==> src/pkg/wdog_top_defs.vh <==
`ifndef WDOG_TOP_DEFS_VH
`define WDOG_TOP_DEFS_VH

// ----------------------------------------
// Register offsets
// ----------------------------------------
`define OFS_WD_OUT_CFG 8'h1D
`define OFS_WATCHDOG_STATUS 8'h1E
`define OFS_SOFT_RESET 8'h1F
`define OFS_TOP_INT 8'h20

// ----------------------------------------
// Field positions
// ----------------------------------------
`define CFG_PULLDOWN_BIT 2
`define CFG_POLARITY_BIT 1
`define CFG_DRIVE_BIT 0
`define ST_FLAG_CLR_BIT 4
`define ST_FLAG_BIT 3
`define ST_CNT_CLR_BIT 2
`define SWRST_BIT 0
`define TI_CURRENT_BIT 7
`define TI_DIAG_BIT 6
`define TI_BOOST_BIT 5
`define TI_STEPDOWN_BIT 4
`define TI_SYNC_BIT 3
`define TI_TSD_BIT 2
`define TI_TWARN_BIT 1
`define TI_OVP_BIT 0

// ----------------------------------------
// Threshold encodings
// ----------------------------------------
`define THR_OFF 2'h0
`define THR_ONE 2'h1
`define THR_TWO 2'h2
`define THR_FOUR 2'h3

`endif

==> src/verilog/wdog_top_regs.v <==
`timescale 1ns/1ns
// Operation
// - Config bit 2 enables trigger pull-down
// - Config bit 1 sets reset polarity low
// - Config bit 0 open-drain, resets to one
// - Config defaults come from OTP memory
// - Status bit 4 pulses restart flag clear
// - Status bit 3 holds restart occurred
// - Status bit 2 clears pulse counter
// - Status bits 1-0 show pulse count
// - Software reset restores defaults, rereads OTP
// - Bit 7 latches current result, W1C
// - Bit 6 follows diagnostic register nonzero
// - Bit 5 follows boost register nonzero
// - Bit 4 follows step-down register nonzero
// - Bit 3 latches sync validity change, W1C
// - Bit 2 thermal shutdown blocks converters, W1C
// - Clearing shutdown re-enables, clears warning
// - Bit 1 latches thermal warning, W1C
// - Bit 0 latches overvoltage, W1C
// - Lock never blocks status clears
// - Threshold restarts after 1,2,4 pulses
// - Blocking mode flag stops further restarts

module wdog_top_regs (
	input wire clk,
	input wire rst_n,
	input wire reg_wr,
	input wire reg_rd,
	input wire [7:0] reg_addr,
	input wire [7:0] reg_wdata,
	output reg [7:0] reg_rdata,
	input wire [2:0] otp_out_cfg,
	input wire otp_valid,
	output wire otp_reload,
	input wire watchdog_config_lock,
	input wire [1:0] pulse_counter_threshold,
	input wire restart_flag_blocking_mode,
	input wire wd_reset_pulse,
	output reg restart_request,
	input wire [7:0] diagnostic_interrupt_reg,
	input wire [7:0] boost_interrupt_reg,
	input wire [7:0] stepdown_interrupt_reg,
	input wire current_result_event,
	input wire sync_clk_valid,
	input wire thermal_shutdown_live,
	input wire thermal_warning_live,
	input wire overvoltage_live,
	output wire converters_blocked,
	output reg thermal_warning_clear,
	output wire trigger_pulldown_select,
	output wire reset_out_polarity,
	output wire reset_out_drive_type,
	output wire registers_reset
);

`include "wdog_top_defs.vh"

// ----------------------------------------
// Decode helpers
// ----------------------------------------
function hit;
	input [7:0] a;
	input [7:0] ofs;
	begin
		hit = (a == ofs);
	end
endfunction

function [2:0] thr_count;
	input [1:0] sel;
	begin
		case (sel)
			`THR_ONE: thr_count = 3'h1;
			`THR_TWO: thr_count = 3'h2;
			`THR_FOUR: thr_count = 3'h4;
			default: thr_count = 3'h0;
		endcase
	end
endfunction

wire wr_cfg = reg_wr && hit(reg_addr, `OFS_WD_OUT_CFG);
wire wr_st = reg_wr && hit(reg_addr, `OFS_WATCHDOG_STATUS);
wire wr_rst = reg_wr && hit(reg_addr, `OFS_SOFT_RESET);
wire wr_ti = reg_wr && hit(reg_addr, `OFS_TOP_INT);

// ----------------------------------------
// Software reset sequencing
// ----------------------------------------
reg swrst_r;
reg reload_pend_r;
wire soft_rst = swrst_r;

always @(posedge clk or negedge rst_n) begin
	if (!rst_n) begin
		swrst_r <= 1'b0;
	end else begin
		// Request held one cycle, then drops by itself
		swrst_r <= wr_rst && reg_wdata[`SWRST_BIT];
	end
end

assign registers_reset = swrst_r;
assign otp_reload = swrst_r;

// ----------------------------------------
// Output configuration
// ----------------------------------------
reg [2:0] cfg_r;

always @(posedge clk or negedge rst_n) begin
	if (!rst_n) begin
		cfg_r <= 3'h1;
		reload_pend_r <= 1'b1;
	end else if (soft_rst) begin
		cfg_r <= 3'h1;
		reload_pend_r <= 1'b1;
	end else if (reload_pend_r && otp_valid) begin
		// OTP image wins over the reset constant
		cfg_r <= otp_out_cfg;
		reload_pend_r <= 1'b0;
	end else if (wr_cfg && !watchdog_config_lock) begin
		cfg_r <= reg_wdata[2:0];
	end
end

assign trigger_pulldown_select = cfg_r[`CFG_PULLDOWN_BIT];
assign reset_out_polarity = cfg_r[`CFG_POLARITY_BIT];
assign reset_out_drive_type = cfg_r[`CFG_DRIVE_BIT];

// ----------------------------------------
// Watchdog status
// ----------------------------------------
reg flag_r;
reg flag_clr_r;
reg cnt_clr_r;
reg [2:0] cnt_r;
wire [2:0] thr = thr_count(pulse_counter_threshold);
// Lock is deliberately not consulted here
wire flag_clr_req = wr_st && reg_wdata[`ST_FLAG_CLR_BIT];
wire cnt_clr_req = wr_st && reg_wdata[`ST_CNT_CLR_BIT];
wire restart_allowed = !(restart_flag_blocking_mode && flag_r);
wire cnt_at_thr = (thr != 3'h0) && ((cnt_r + 3'h1) >= thr);
wire restart_now = wd_reset_pulse && cnt_at_thr && restart_allowed;

always @(posedge clk or negedge rst_n) begin
	if (!rst_n) begin
		flag_r <= 1'b0;
		flag_clr_r <= 1'b0;
		cnt_clr_r <= 1'b0;
		cnt_r <= 3'h0;
		restart_request <= 1'b0;
	end else if (soft_rst) begin
		flag_r <= 1'b0;
		flag_clr_r <= 1'b0;
		cnt_clr_r <= 1'b0;
		cnt_r <= 3'h0;
		restart_request <= 1'b0;
	end else begin
		flag_clr_r <= flag_clr_req;
		cnt_clr_r <= cnt_clr_req;
		restart_request <= restart_now;
		// A restart in the clearing cycle keeps the flag
		if (restart_now)
			flag_r <= 1'b1;
		else if (flag_clr_r)
			flag_r <= 1'b0;
		if (restart_now)
			cnt_r <= 3'h0;
		// Counts only while restarts are allowed (not while blocked), also with threshold off
		else if (wd_reset_pulse && restart_allowed)
			cnt_r <= cnt_r + 3'h1;
		else if (cnt_clr_r)
			cnt_r <= 3'h0;
	end
end

// ----------------------------------------
// Top interrupt flags
// ----------------------------------------
reg current_r;
reg sync_r;
reg tsd_r;
reg twarn_r;
reg ovp_r;
reg sync_last_r;
reg tsd_last_r;
reg twarn_last_r;
reg ovp_last_r;
wire [7:0] w1c = wr_ti ? reg_wdata : 8'h00;
wire sync_chg = sync_clk_valid ^ sync_last_r;
wire tsd_rise = thermal_shutdown_live && !tsd_last_r;
wire twarn_rise = thermal_warning_live && !twarn_last_r;
wire ovp_rise = overvoltage_live && !ovp_last_r;

always @(posedge clk or negedge rst_n) begin
	if (!rst_n) begin
		current_r <= 1'b0;
		sync_r <= 1'b0;
		tsd_r <= 1'b0;
		twarn_r <= 1'b0;
		ovp_r <= 1'b0;
		sync_last_r <= 1'b0;
		tsd_last_r <= 1'b0;
		twarn_last_r <= 1'b0;
		ovp_last_r <= 1'b0;
		thermal_warning_clear <= 1'b0;
	end else begin
		sync_last_r <= sync_clk_valid;
		tsd_last_r <= thermal_shutdown_live;
		twarn_last_r <= thermal_warning_live;
		ovp_last_r <= overvoltage_live;
		// Clearing shutdown also drops the warning state
		thermal_warning_clear <= tsd_r && w1c[`TI_TSD_BIT] &&
			!tsd_rise && !soft_rst;
		if (soft_rst) begin
			current_r <= 1'b0;
			sync_r <= 1'b0;
			tsd_r <= 1'b0;
			twarn_r <= 1'b0;
			ovp_r <= 1'b0;
		end else begin
			// Set wins over a same-cycle write-one-clear
			current_r <= current_result_event ||
				(current_r && !w1c[`TI_CURRENT_BIT]);
			sync_r <= sync_chg ||
				(sync_r && !w1c[`TI_SYNC_BIT]);
			tsd_r <= tsd_rise ||
				(tsd_r && !w1c[`TI_TSD_BIT]);
			twarn_r <= twarn_rise || (twarn_r && !w1c[`TI_TWARN_BIT] &&
				!(tsd_r && w1c[`TI_TSD_BIT]));
			ovp_r <= ovp_rise ||
				(ovp_r && !w1c[`TI_OVP_BIT]);
		end
	end
end

// Shutdown flag itself gates enabling; clear lifts it
assign converters_blocked = tsd_r;

wire diag_sum = |diagnostic_interrupt_reg;
wire boost_sum = |boost_interrupt_reg;
wire step_sum = |stepdown_interrupt_reg;
wire [7:0] top_int = {current_r, diag_sum, boost_sum, step_sum,
	sync_r, tsd_r, twarn_r, ovp_r};
wire [7:0] status_val = {3'h0, flag_clr_r, flag_r, cnt_clr_r,
	cnt_r[1:0]};

// ----------------------------------------
// Read data
// ----------------------------------------
always @(posedge clk or negedge rst_n) begin
	if (!rst_n) begin
		reg_rdata <= 8'h00;
	end else if (reg_rd) begin
		if (hit(reg_addr, `OFS_WD_OUT_CFG))
			reg_rdata <= {5'h00, cfg_r};
		else if (hit(reg_addr, `OFS_WATCHDOG_STATUS))
			reg_rdata <= status_val;
		else if (hit(reg_addr, `OFS_SOFT_RESET))
			reg_rdata <= {7'h00, swrst_r};
		else if (hit(reg_addr, `OFS_TOP_INT))
			reg_rdata <= top_int;
		else
			reg_rdata <= 8'h00;
	end
end

endmodule // wdog_top_regs
==> config.mk <==
export PLATFORM = sky130hd
export DESIGN_NAME = wdog_top_regs
export DESIGN_NICKNAME = d
export VERILOG_FILES = /design/src/verilog/wdog_top_regs.v
export VERILOG_INCLUDE_DIRS = /design/src /design/src/pkg
export SDC_FILE = /design/constraint.sdc
export NUM_CORES = 1
export LEC_CHECK = 0
export BUFFER_PORTS_ARGS = -buffer_cell sky130_fd_sc_hd__buf_2
export CAP_MARGIN = 20
export CELL_PAD_IN_SITES_DETAIL_PLACEMENT = 0
export CELL_PAD_IN_SITES_GLOBAL_PLACEMENT = 1
export CORE_ASPECT_RATIO = 1.1
export CORE_UTILIZATION = 36
export DETAILED_ROUTE_END_ITERATION = 8
export HOLD_SLACK_MARGIN = 0.06
export PLACE_DENSITY = 0.92
export SETUP_SLACK_MARGIN = 0.1
export SYNTH_ARGS = -nofsm -noshare
export SYNTH_HDL_FRONTEND = slang
export SYNTH_SLANG_ARGS = --single-unit
==> constraint.sdc <==
create_clock -name clk -period 4.21 [get_ports clk]
set_input_delay 0.2105 -clock clk [delete_from_list [all_inputs] [get_ports clk]]
set_output_delay 0.2105 -clock clk [all_outputs]
set_load 0.01 [all_outputs]
After elaboration in Yosys (flattened, before gate mapping)
Cells that the tools add are included.
Widths: inputs -> output; s select.
{"block": "op_classes", "n_div": 0, "add_sub_neg": 1, "n_reduce_logical": 52, "shifts": 0, "mux": 26, "eq_ne": 7, "n_lt_le_gt_ge": 1, "mul": 0, "n_bitwise": 1}
{"operator": "$mux 8", "n": 5}
{"operator": "$logic_and 1x1->1", "n": 26}
{"operator": "$eq 8x5->1 const B", "n": 3}
{"operator": "$reduce_or 8->1", "n": 3}
{"operator": "$mux 3", "n": 7}
{"operator": "$logic_not 1->1", "n": 13}
{"operator": "$mux 1", "n": 13}
{"operator": "$pmux 3 s3", "n": 1}
{"operator": "$reduce_bool 3->1", "n": 3}
{"operator": "$eq 8x6->1 const B", "n": 1}
{"operator": "$logic_or 1x1->1", "n": 5}
{"operator": "$eq 2x2->1 const B", "n": 2}
{"operator": "$reduce_bool 4->1", "n": 1}
{"operator": "$add 3x1->3 const B", "n": 1}
{"operator": "$ge 3x3->1", "n": 1}
{"operator": "$eq 2x1->1 const B", "n": 1}
{"operator": "$reduce_bool 2->1", "n": 1}
{"operator": "$xor 1x1->1", "n": 1}
{"block": "totals", "romBits": 0, "ramBits": 0, "out_inout_bits": 16, "input_bits": 58, "mem_count": 0, "latchBits": 0, "reg_bits": 30, "wordCells": 107}

Logic depth before layout (Yosys ltp)
Gate-level depths: netlist of the first run.
{"block": "depth", "word_depth": 8, "mapped_depth": 6, "mapped_depth_nobuf": 6}

Worst setup path after synthesis of the first run
OpenSTA, ideal clock, no wires.
{"block": "synth_path", "path_type": "reg-to-reg", "start": "register cnt_r[0]", "end": "register cnt_r[2]", "stages_incl_launch_ff": 6, "setup_time_ns": 0.087, "synth_period_minus_slack_ns": 1.756, "arrival_ns": 1.669, "slack_ns": 2.454, "path_buffers": 0, "required_time_ns": 4.123, "path_cell_list": "dfrtp_1 > ha_1 > ha_1 > a211oi_1 > o21ai_0 > o211ai_1"}
{"block": "synth_between", "elab_chain_cells": 7, "word_cells_on_any_way": 9, "cone_classes": "add/sub: 1; order compare: 1; mux: 3; reduce/logical: 4"}
{"element": "from (decl)", "line": "wdog_top_regs.v:137", "source": "reg [2:0] cnt_r;"}
{"element": "from (signal assigned)", "line": "wdog_top_regs.v:172", "source": "cnt_r <= cnt_r + 3'h1;"}
{"element": "$add 3x1->3 *", "line": "wdog_top_regs.v:143, wdog_top_regs.v:172"}
{"element": "$ge 3x3->1", "line": "wdog_top_regs.v:143", "source": "wire cnt_at_thr = (thr != 3'h0) && ((cnt_r + 3'h1) >= thr);"}
{"element": "$logic_and 1x1->1", "line": "wdog_top_regs.v:143"}
{"element": "$logic_and 1x1->1 (2 in series)", "line": "wdog_top_regs.v:144", "source": "wire restart_now = wd_reset_pulse && cnt_at_thr && restart_allowed;"}
{"element": "$mux 3", "line": "wdog_top_regs.v:168", "source": "if (restart_now)"}
{"element": "$mux 3", "line": "wdog_top_regs.v:153", "source": "end else if (soft_rst) begin"}
Every way passes the cells marked *; elsewhere a longest branch is shown, timed or not.
A chain may end at the register's enable or synchronous reset.

Worst setup path in the final report of the first run
{"block": "layout_path", "start": "register cnt_r[0]", "end": "register cnt_r[1]"}
Same word-level chain as after synthesis.

==> results of run 1 <==
==> cells in the mapped netlist (2+ instances only) <==
library cell / number
mux2_2: 2
ha_1: 4
dfrtp_1: 28
nand2_1: 10
inv_1: 13
a211oi_1: 3
o22ai_1: 3
and4b_1: 3
nand2b_1: 8
nor3_1: 3
and2_1: 2
dfstp_2: 2
o221ai_2: 2
clkbuf_1: 3
o21ai_0: 9
nor4_1: 8
buf_4: 2
mux2i_1: 2
nor2b_1: 3
nor2_1: 9
a22oi_1: 4
nand4_1: 2
nand3_1: 7
a21oi_1: 9
and3_1: 2
==> path summary, 6_finish.rpt <==
check	start	to	cells past startpoint
worst max-delay path	cnt_r[0]	cnt_r[1]	6
worst min-delay path	current_result_event	current_r	3
worst max register to register	cnt_r[0]	cnt_r[1]	6
worst min register to register	reg_rdata[5]	reg_rdata[5]	1
max in group asynchronous	rst_n	reg_rdata[2]	2
min in group asynchronous	rst_n	reg_rdata[1]	2
==> worst min-delay path, stage by stage <==
cell     delay [ns]
buf_2          0.08
a21oi_1        0.03
nor2_1         0.07
==> flip-flops by register name (all words and copies together) (netlist names) <==
name	flops
restart_request	1
flag_clr_r	1
converters_blocked	1
reg_rdata	8
flag_r	1
thermal_warning_clear	1
current_r	1
tsd_last_r	1
cnt_r	3
reload_pend_r	1
twarn_last_r	1
twarn_r	1
ovp_r	1
ovp_last_r	1
sync_r	1
sync_last_r	1
cnt_clr_r	1
otp_reload	1
cfg_r	3
==> metal layers <==
| layer | share of wire (%) | global-route usage (%) | up-vias | routed length [um] |
|---|---|---|---|---|
| met5 | 0 | 0 | - | 0 |
| li1 | - | - | 728 | - |
| met1 | 45 | 22.0 | 659 | 1600 |
| met2 | 50 | 27.3 | 42 | 1790 |
| met4 | 0.47 | 5.19 | 0 | 17 |
| met3 | 5.1 | 4.84 | 2 | 184 |
==> power groups by stage <==
stage	Clock, uW	Sequential [uW]	Combinational (uW)
2_1_floorplan	0	333	91.8
3_3_place_gp	0	336	150
3_5_place_dp	0	335	154
4_1_cts	248	330	158
5_1_grt	263	332	179
6_report	239	330	155
==> area by class of cell <==
| cell class | instances | area, sq um |
|---|---|---|
| clock buffer | 6 | 82.6 |
| clock inverter | 2 | 12.5 |
| multi-input combinational | 108 | 714 |
| sequential | 30 | 753 |
| inverter | 13 | 48.8 |
| fill | 409 | 1970 |
| tap | 52 | 65.1 |
| timing repair buffer | 76 | 405 |
==> cells by family after synthesis <==
kind of cell,after synthesis
xor+xnor,2
flops,30
fa+ha+maj,4
mux,4
buf+inv,19
simple gates,61
compound gates,37
==> stage by stage <==
stage                     std cells  power, uW  util, %  instance area, sq um  setup slack, ns
after floorplan                 157        425        -                  1550             2.45
after global placement          274        485     47.8                  1940             2.27
after detailed placement        274        489     47.8                  1940             2.23
after CTS                       287        736     51.4                  2080             2.22
after global routing            287        774     51.4                  2080             2.04
final                           287        724     51.4                  2080             2.22
==> metrics.txt, run 1 <==
clock share of power 33.0%; Syn Std Cell Area 0.00155 sq mm; sequential element share of the synthesized area 48.7%; worst path arrival time 2.18 ns; Max stage delay on crit path 0.43 ns; Net Switching 210 uW; reg-to-reg slack, setup 2.22 ns; Crit. End Element flip-flop; clk slew on worst S/H paths 0.06 ns; via count 1431; die width 64.5 um; number of diodes 0; Routed WL 3600 um; Pwr per Cell Area 348 mW/mm^2; number of flops mapped to enable cells by yosys 0; wire length of the first global-routing pass 5890 um; IO Pins 74; Row Count 24; vias in the first global route 1335; Clock Latency Late Sink 0.28 ns; sw frac 29.0%; crit path max fanout 5; gpl congestion 0.745; Hold/Removal Path Class input pin to flip-flop; Syn Nets 219; largest area contributor in the netlist dfrtp_1; post-CTS sizing 0; H-Tree Level Count 2; Inserted Clock Buffers 5; part of the cycle the worst path needs 47.2%; post-synthesis adder-cell area fraction 3.24%; drt wl/cell 12.5 um; layout cell share with drive strength beyond 1 37.4%; Top FF cell, synth dfrtp_1; Pleak 0.00102 uW; TNS Setup 0 ns; critical path class flip-flop to flip-flop; CP max-delay cell dfrtp_1; Synth Area in XOR/XNOR 1.13%; Synth async-reset ratio 100%; Die ar. 0.00456 sq mm; Tmin final 1.99 ns; Slew Limit Fails 0; Pint 514 uW; grt ovf 0; GRT Resource Usage Total 16.9%; Rel. slew slack 56.1%; status complete, no violations; synth top area cells dfrtp_1 (45%), dfstp_2 (3.4%), ha_1 (3.2%), nand2b_1 (3.2%), nor4_1 (3.2%); critical path, cell by cell ha_1 > xor2_1 > ha_1 > a211oi_1 > o21ai_0 > o21ai_0; initial DRC count 41; Hold WS 0.147 ns; post-synthesis mux area share 2.75%; die height 70.7 um; largest family of logic cells by synthesized area simple AND/OR/NAND/NOR gates; commonest non-fill, non-tap cell in the layout buf_2; Antenna Nets Post-Route 0; CTS tree built; Starting Density 38.1%; Comb power frac 21.4%; post-synthesis register bit count 30; library cells used by synthesis 39; share of the synthesized area in the top cell type 45.3%; post-synthesis simple-gate area fraction 22.7%; Avg Synthesized Cell Area 9.85 sq um; CP delay by family, top compound AO/OA/AOI/OAI gates; cells after synthesis 157; most frequent cells in the layout buf_2 (71), dfrtp_1 (28), inv_1 (13); CTS Sinks 30; CP bufs+invs 0; fmax 503 MHz; largest net degree at the start of global routing 31; post-CTS setup buffer count 0; drt pass-1 iters 4; RSZ-0062 raised after global routing false; IO buf count 71; Sequential Power Share 45.6%; CTS Buffer Depth 2; yosys warns 0; max_cap viols 0; clk_skew 0.00829 ns; Tightest Pin Transition 0.658 ns; Worst setup SP type flip-flop; complex-gate fraction of the synthesized area 16.3%; # DRC 0; Vias/cell 4.99; # hold bufs at CTS 5; Finish-stage setup viols 0; Core ar. 0.00405 sq mm; clk root buf clkbuf_8; Critical Path RT 4.41 ns; nets 296; DP HPWL 2830 um; Hold Vio Cnt, Final 0; initial antenna violation count 0; area growth from synthesis to layout 34.6%; Worst VDD drop 0.274 mV
Power figures use the tool's default switching activity.
==> run 2, diff against run 1 <==
--- a/config.mk
+++ b/config.mk
@@ -6,15 +6,16 @@
 export SDC_FILE = /design/constraint.sdc
 export NUM_CORES = 1
 export LEC_CHECK = 0
+export ABC_AREA = 1
 export BUFFER_PORTS_ARGS = -buffer_cell sky130_fd_sc_hd__buf_2
 export CAP_MARGIN = 20
 export CELL_PAD_IN_SITES_DETAIL_PLACEMENT = 0
 export CELL_PAD_IN_SITES_GLOBAL_PLACEMENT = 1
 export CORE_ASPECT_RATIO = 1.1
-export CORE_UTILIZATION = 36
+export CORE_UTILIZATION = 32
 export DETAILED_ROUTE_END_ITERATION = 8
 export HOLD_SLACK_MARGIN = 0.06
-export PLACE_DENSITY = 0.92
+export PLACE_DENSITY = 0.85
 export SETUP_SLACK_MARGIN = 0.1
 export SYNTH_ARGS = -nofsm -noshare
 export SYNTH_HDL_FRONTEND = slang
==> constraint.sdc (replaced) <==
create_clock -name clk -period 1.94 [get_ports clk]
set_input_delay 0.097 -clock clk [delete_from_list [all_inputs] [get_ports clk]]
set_output_delay 0.097 -clock clk [all_outputs]
set_load 0.01 [all_outputs]
==> run 2 against run 1 <==
Against the previous run: clock-buffer cell count up 1; first-iteration DRC count up 29%; utilization down 4.8 points; worst setup slack worse by 2.1 ns.
==> metrics.txt, run 2 <==
status complete, no violations; via count 1603 (+12%); crit path max fanout 4 (-1); critical path, cell by cell ha_4 > xor2_1 > ha_1 > nand2_1 > o211ai_1 > nand2_1 > nand2_1 > o21ai_2; CP max-delay cell dfrtp_2; Worst setup SP type flip-flop; Routed WL 3950 um (+9.7%); Syn Std Cell Area 0.00160 sq mm (+3.6%); CTS Buffer Depth 2 (unchanged); Pleak 0.00120 uW (+17%); TNS Setup 0 ns (unchanged); placed cell area 0.00199 sq mm (+2.9%); post-synthesis mux area share 0% (-2.8 points); Largest regs reg_rdata: 8 flops, cfg_r: 3 flops, cnt_r: 3 flops; Largest register FFs 8 (unchanged); Vias/cell 4.76 (-4.6%); Synth async-reset ratio 100% (unchanged); yosys warns 0 (unchanged); Max stage delay on crit path 0.44 ns (about the same); Slew Limit Fails 0 (unchanged); Row Count 26 (+8.3%); sequential element share of the synthesized area 47.0% (-1.7 points); Comb power frac 27.4% (+6.0 points); Clock Latency Late Sink 0.28 ns (about the same); Inserted Clock Buffers 5 (unchanged); nets 342 (+16%); die width 69.5 um (+7.7%); worst r2r path cells 8 (+2); Antenna Nets Post-Route 0 (unchanged); cells after synthesis 196 (+25%); vias in the first global route 1528 (+14%); worst path arrival time 1.97 ns (-0.21 ns); gpl congestion 0.780 (+4.7%); # DRC 0 (unchanged); clock share of power 29.6% (-3.4 points); post-synthesis register bit count 30 (unchanged); PnR worst setup slack 0.144 ns (-2.08 ns); Place WS 0.169 ns (-2.06 ns); die height 76.2 um (+7.7%); Tmin final 1.80 ns (-0.192 ns); Starting Density 34.0% (-4.2 points); sink of the worst hold path otp_reload; most frequent cells in the layout buf_2 (71), nand2_1 (56), nand3_1 (27), dfrtp_1 (27), nor2_1 (22); area growth from synthesis to layout 37.3%; Rel. slew slack 55.1% (-0.99 points); Synth Area in XOR/XNOR 1.09% (-0.039 points); Syn Nets 258 (+18%); Hold/Removal Path Class input pin to flip-flop; Pwr per Cell Area 801 mW/mm^2 (+130%); commonest non-fill, non-tap cell in the layout buf_2; Crit. End Element flip-flop; Tightest Pin Transition 0.673 ns (+0.0148 ns); largest family of logic cells by synthesized area simple AND/OR/NAND/NOR gates; IO buf count 71 (unchanged); Critical Path RT 2.11 ns (-2.30 ns); DP HPWL 2920 um (+3.2%); hold path cells 3 (unchanged); Pint 1230 uW (+140%); drt wl/cell 11.7 um (-6.6%); drt pass-1 iters 4 (unchanged); Die ar. 0.00529 sq mm (+16%); Net Switching 535 uW (+150%); synth top area cells dfrtp_1 (44%), nand2_1 (13%), nand3_1 (8.4%), nor2_1 (5.2%), dfstp_2 (3.3%); Top FF cell, synth dfrtp_1; post-synthesis adder-cell area fraction 3.13% (-0.11 points); Most flops, register reg_rdata; Worst VDD drop 0.443 mV (+62%); FF-to-FF End cnt_r[0]; Core ar. 0.00472 sq mm (+16%); initial antenna violation count 0 (unchanged); CTS tree built; clk_skew 0.00554 ns (-0.00275 ns); number of diodes 0 (unchanged); initial DRC count 53 (+29%); post-synthesis simple-gate area fraction 37.0% (+14 points); Final Cell Area 0.00220 sq mm (+5.6%); RSZ-0062 raised after global routing false; share of the synthesized area in the top cell type 43.8% (-1.6 points); IO Pins 74 (unchanged); largest area contributor in the netlist dfrtp_1; Hold WS 0.0954 ns (-0.0516 ns); max_cap viols 0 (unchanged); Hold Vio Cnt, Final 0 (unchanged); fillcell total 470 (+15%); complex-gate fraction of the synthesized area 5.63% (-11 points); CTS Sinks 30 (unchanged); H-Tree Level Count 2 (unchanged); CP dominant cell by count nand2_1; Avg Synthesized Cell Area 8.17 sq um (-17%); GRT Resource Usage Total 15.5% (-1.4 points); Reg-to-Reg Start cnt_r[0]; clk slew on worst S/H paths 0.06 ns (about the same); critical path class flip-flop to flip-flop; Final Core Density 46.6% (-4.8 points); wire length of the first global-routing pass 6600 um (+12%); beginning of the worst hold path reg_wdata[0]; library cells used by synthesis 29 (-26%); reg-to-reg slack, setup 0.14 ns (-2.08 ns); most frequent cell after synthesis nand2_1; sw frac 30.4% (+1.3 points); Sequential Power Share 43.0% (-2.6 points); part of the cycle the worst path needs 92.6% (+45 points); Finish-stage setup viols 0 (unchanged); clk root buf clkbuf_8; largest net degree at the start of global routing 31 (unchanged); most instantiated cells after synthesis nand2_1 (56), dfrtp_1 (28), nand3_1 (27), nor2_1 (22), inv_1 (11); grt ovf 0 (unchanged); number of flops mapped to enable cells by yosys 0 (unchanged); layout cell share with drive strength beyond 1 36.3% (-1.1 points); fmax 557 MHz (+11%)
-- run 2: worst max-delay path, delay by kind of cell (launching register included) --
family                     cells  cell delay [ns]
adders and majority gates      2             0.50
DFF                            1             0.44
and+or+nand+nor                3             0.30
AOI/OAI and AO/OA              2             0.27
xor gates and xnor gates       1             0.17
-- run 2: power groups by stage --
stage / Combinational, uW / Clock (uW) / Sequential, uW
6_report: 483 / 521 / 757
5_1_grt: 536 / 553 / 766
4_1_cts: 399 / 528 / 751
3_5_place_dp: 387 / 0 / 762
3_3_place_gp: 374 / 0 / 760
2_1_floorplan: 224 / 0 / 764
-- run 2: layout make-up --
cell class	count	area (sq um)	share of cell area, %
clock buffer	7	86.3	3.93
clock inverter	1	5.00	0.228
inverter	15	56.3	2.56
multi-input combinational	146	771	35.1
sequential	30	754	34.3
tap	56	70.1	3.19
timing repair buffer	82	455	20.7
-- run 2: worst max path at each step --
stage	start	endpoint	slack, ns	cells past startpoint
2_1_floorplan	cnt_r[0]	cnt_r[0]	0.30	8
4_1_cts	cnt_r[0]	cnt_r[1]	0.17	8
6_report	cnt_r[0]	cnt_r[0]	0.14	8
3_3_place_gp	cnt_r[0]	cnt_r[1]	0.21	8
3_5_place_dp	cnt_r[0]	cnt_r[1]	0.17	8
5_1_grt	cnt_r[0]	cnt_r[0]	0.07	8
-- run 2: routing by layer --
layer / vias up / part of all wire (%) / GRT usage (%)
met5: - / 0 / 0
li1: 812 / - / -
met4: 0 / 1.6 / 5.51
met1: 730 / 47 / 19.2
met2: 53 / 45 / 25.5
met3: 8 / 6.3 / 4.63
-- run 2: stage by stage --
stage / std cells / total power (uW)
2_1_floorplan: 196 / 988
3_3_place_gp: 319 / 1130
3_5_place_dp: 319 / 1150
4_1_cts: 334 / 1680
5_1_grt: 337 / 1850
6_report: 337 / 1760
-- run 2: timing repair --
item	in CTS	in global routing
endpoints found under the hold margin	34	0
setup buffers	0	3
hold buffers	7	0
setup endpoints to repair	0	3
resized for setup	0	5
-- run 2: logic make-up (layout without fill, tap and decap cells) --
group | after synthesis | count (layout)
AOI/OAI and AO/OA | 16 | 16
DFF | 30 | 30
adders and majority gates | 4 | 4
and+or+nand+nor | 124 | 124
buffers and inverters | 20 | 105
xor gates and xnor gates | 2 | 2
==> run 3, diff against run 2 <==
--- a/config.mk
+++ b/config.mk
@@ -14,6 +14,7 @@
 export CORE_ASPECT_RATIO = 1.1
 export CORE_UTILIZATION = 32
 export DETAILED_ROUTE_END_ITERATION = 8
+export GPL_TIMING_DRIVEN = 0
 export HOLD_SLACK_MARGIN = 0.06
 export PLACE_DENSITY = 0.85
 export SETUP_SLACK_MARGIN = 0.1
==> run 3 against run 2 <==
Against the previous run: die area unchanged; sequential cell count unchanged; wire length up 0.99%; sequential power about the same; non-clock buffer count up 1; clock-buffer cell count up 1; register-to-register slack better by 0.06 ns; maximum frequency up 3.4%; utilization down 0.11 points; combinational power down 12%; clock skew down 0.0035 ns; critical path type unchanged; critical endpoint unchanged; largest power group unchanged.
==> metrics.txt, run 3 (synthesis results as in run 2) <==
Place WS 0.140 ns (-0.0286 ns); Pleak 0.00119 uW (-0.51%); Starting Density 34.0% (unchanged); H-Tree Level Count 2 (unchanged); GRT Resource Usage Total 15.7% (+0.16 points); nets 343 (+0.29%); fmax 576 MHz (+3.4%); # DRC 0 (unchanged); clock share of power 29.0% (-0.6 points); initial DRC count 32 (-40%); Vias/cell 4.65 (-2.3%); part of the cycle the worst path needs 89.5% (-3.1 points); worst path arrival time 1.94 ns (-0.03 ns); Pwr per Cell Area 759 mW/mm^2 (-5.3%); clk_skew 0.00209 ns (-0.00345 ns); Worst setup SP type flip-flop; Comb power frac 25.6% (-1.8 points); Routed WL 3990 um (+0.99%); Slew Limit Fails 0 (unchanged); DP HPWL 3010 um (+3.0%); reg-to-reg slack, setup 0.20 ns (+0.06 ns); final cell count without fillers 338 (+0.30%); die height 76.2 um (unchanged); Hold/Removal Path Class input pin to flip-flop; Antenna Nets Post-Route 0 (unchanged); IO Pins 74 (unchanged); Tmin final 1.74 ns (-0.0598 ns); grt ovf 0 (unchanged); via count 1571 (-2.0%); Rel. slew slack 54.9% (-0.17 points); Inserted Clock Buffers 5 (unchanged); critical path class flip-flop to flip-flop; clk slew on worst S/H paths 0.06 ns (about the same); Hold Vio Cnt, Final 0 (unchanged); most frequent cells in the layout buf_2 (69), nand2_1 (56), nand3_1 (27), dfrtp_1 (27), nor2_1 (22); Clock Latency Late Sink 0.28 ns (about the same); Finish-stage setup viols 0 (unchanged); Net Switching 502 uW (-6.0%); PnR worst setup slack 0.204 ns (+0.0598 ns); Max stage delay on crit path 0.44 ns (about the same); drt wl/cell 11.8 um (+0.69%); clk root buf clkbuf_8; CP dominant cell by count nand2_1; Worst VDD drop 0.530 mV (+20%); initial antenna violation count 0 (unchanged); commonest non-fill, non-tap cell in the layout buf_2; Crit. End Element flip-flop; Tightest Pin Transition 0.676 ns (+0.00262 ns); TNS Setup 0 ns (unchanged); sw frac 30.2% (-0.17 points); crit path max fanout 5 (+1); Most flops, register reg_rdata; CTS Sinks 30 (unchanged); CTS tree built; gpl congestion 0.857 (+9.9%); Largest regs reg_rdata: 8 flops, cfg_r: 3 flops, cnt_r: 3 flops; die width 69.5 um (unchanged); crit path from cnt_r[0]; status complete, no violations; drt pass-1 iters 4 (unchanged); largest net degree at the start of global routing 31 (unchanged); CP max-delay cell dfrtp_2; Row Count 26 (unchanged); number of diodes 0 (unchanged); Critical Path RT 2.15 ns (+0.04 ns); CTS Buffer Depth 2 (unchanged); IO buf count 69 (-2.8%); Core ar. 0.00472 sq mm (unchanged); Sequential Power Share 45.5% (+2.5 points); Die ar. 0.00529 sq mm (unchanged); layout cell share with drive strength beyond 1 35.1% (-1.2 points); beginning of the worst hold path reg_wdata[0]; critical path, cell by cell ha_2 > xor2_2 > ha_1 > a21oi_1 > o211ai_1 > nand2_1 > nand2_1 > o21ai_1; area growth from synthesis to layout 37.0%; Pint 1160 uW (-5.3%); RSZ-0062 raised after global routing false; Cells after DPL 321 (+0.63%); Reg-to-Reg Start cnt_r[0]; wire length of the first global-routing pass 6550 um (-0.73%); Largest register FFs 8 (unchanged); max_cap viols 0 (unchanged); vias in the first global route 1493 (-2.3%)
-- run 3: changes by cell type in the layout (fill, tap and decap cells not counted) --
cell,delta
xor2_2,+1
buf_6,+2
a21oi_2,-1
clkinv_2,-1
buf_2,-2
clkbuf_1,+3
ha_4,-1
o21ai_1,+1
a21oi_1,+1
xor2_1,-1
clkbuf_8,-1
o21ai_2,-1
ha_2,+1
-- run 3: area by class of cell --
type | count | area (sq um)
Sequential cell | 30 | 754
Timing Repair Buffer | 78 | 430
Buffer | 5 | 41.3
Clock buffer | 8 | 80.1
Multi-Input combinational cell | 146 | 761
Inverter | 15 | 56.3
Tap cell | 56 | 70.1
Fill cell | 470 | 2520
-- run 3: routing by layer --
metal	GRT usage, %	share of wire [%]
met5	0	0
met3	3.70	6.4
met2	25.1	44
met4	7.35	2.0
met1	19.9	47
-- run 3: worst paths after layout --
kind / depth (start not counted) / to
worst max-delay path: 8 / cnt_r[0]
worst min-delay path: 3 / otp_reload
worst max register to register: 8 / cnt_r[0]
min in group asynchronous: 2 / reg_rdata[7]
worst min register to register: 2 / reload_pend_r
max in group asynchronous: 2 / cnt_r[0]
-- run 3: critical path: cells and delay by family, from the launching register on --
family          cells  cell delay [ns]
compound gates      3             0.38
xor+xnor            1             0.15
fa+ha+maj           2             0.54
flops               1             0.44
simple gates        2             0.18
-- run 3: repair_timing --
item,CTS,global route
hold endpoints to repair,34,0
setup endpoints to repair,0,4
buffers inserted,0,2
hold buffers,7,0
gates resized for setup,0,3
-- run 3: through the flow --
stage	hold slack [ns]	cell area [sq um]	total power (uW)	utilization [%]
final	0.0947	2190	1660	46.5
after global routing	0.0981	2190	1760	46.5
after CTS	0.0771	2170	1640	45.9
after detailed placement	0.179	2020	1150	42.8
after global placement	0.172	2020	1140	42.8
after floorplan	-0.199	1600	988	-
-- run 3: power by group through the flow --
stage	clock, uW	combinational [uW]	sequential (uW)
final	482	425	757
after detailed placement	0	387	763
after floorplan	0	224	764
after CTS	493	398	752
after global placement	0	377	763
after global routing	516	484	765
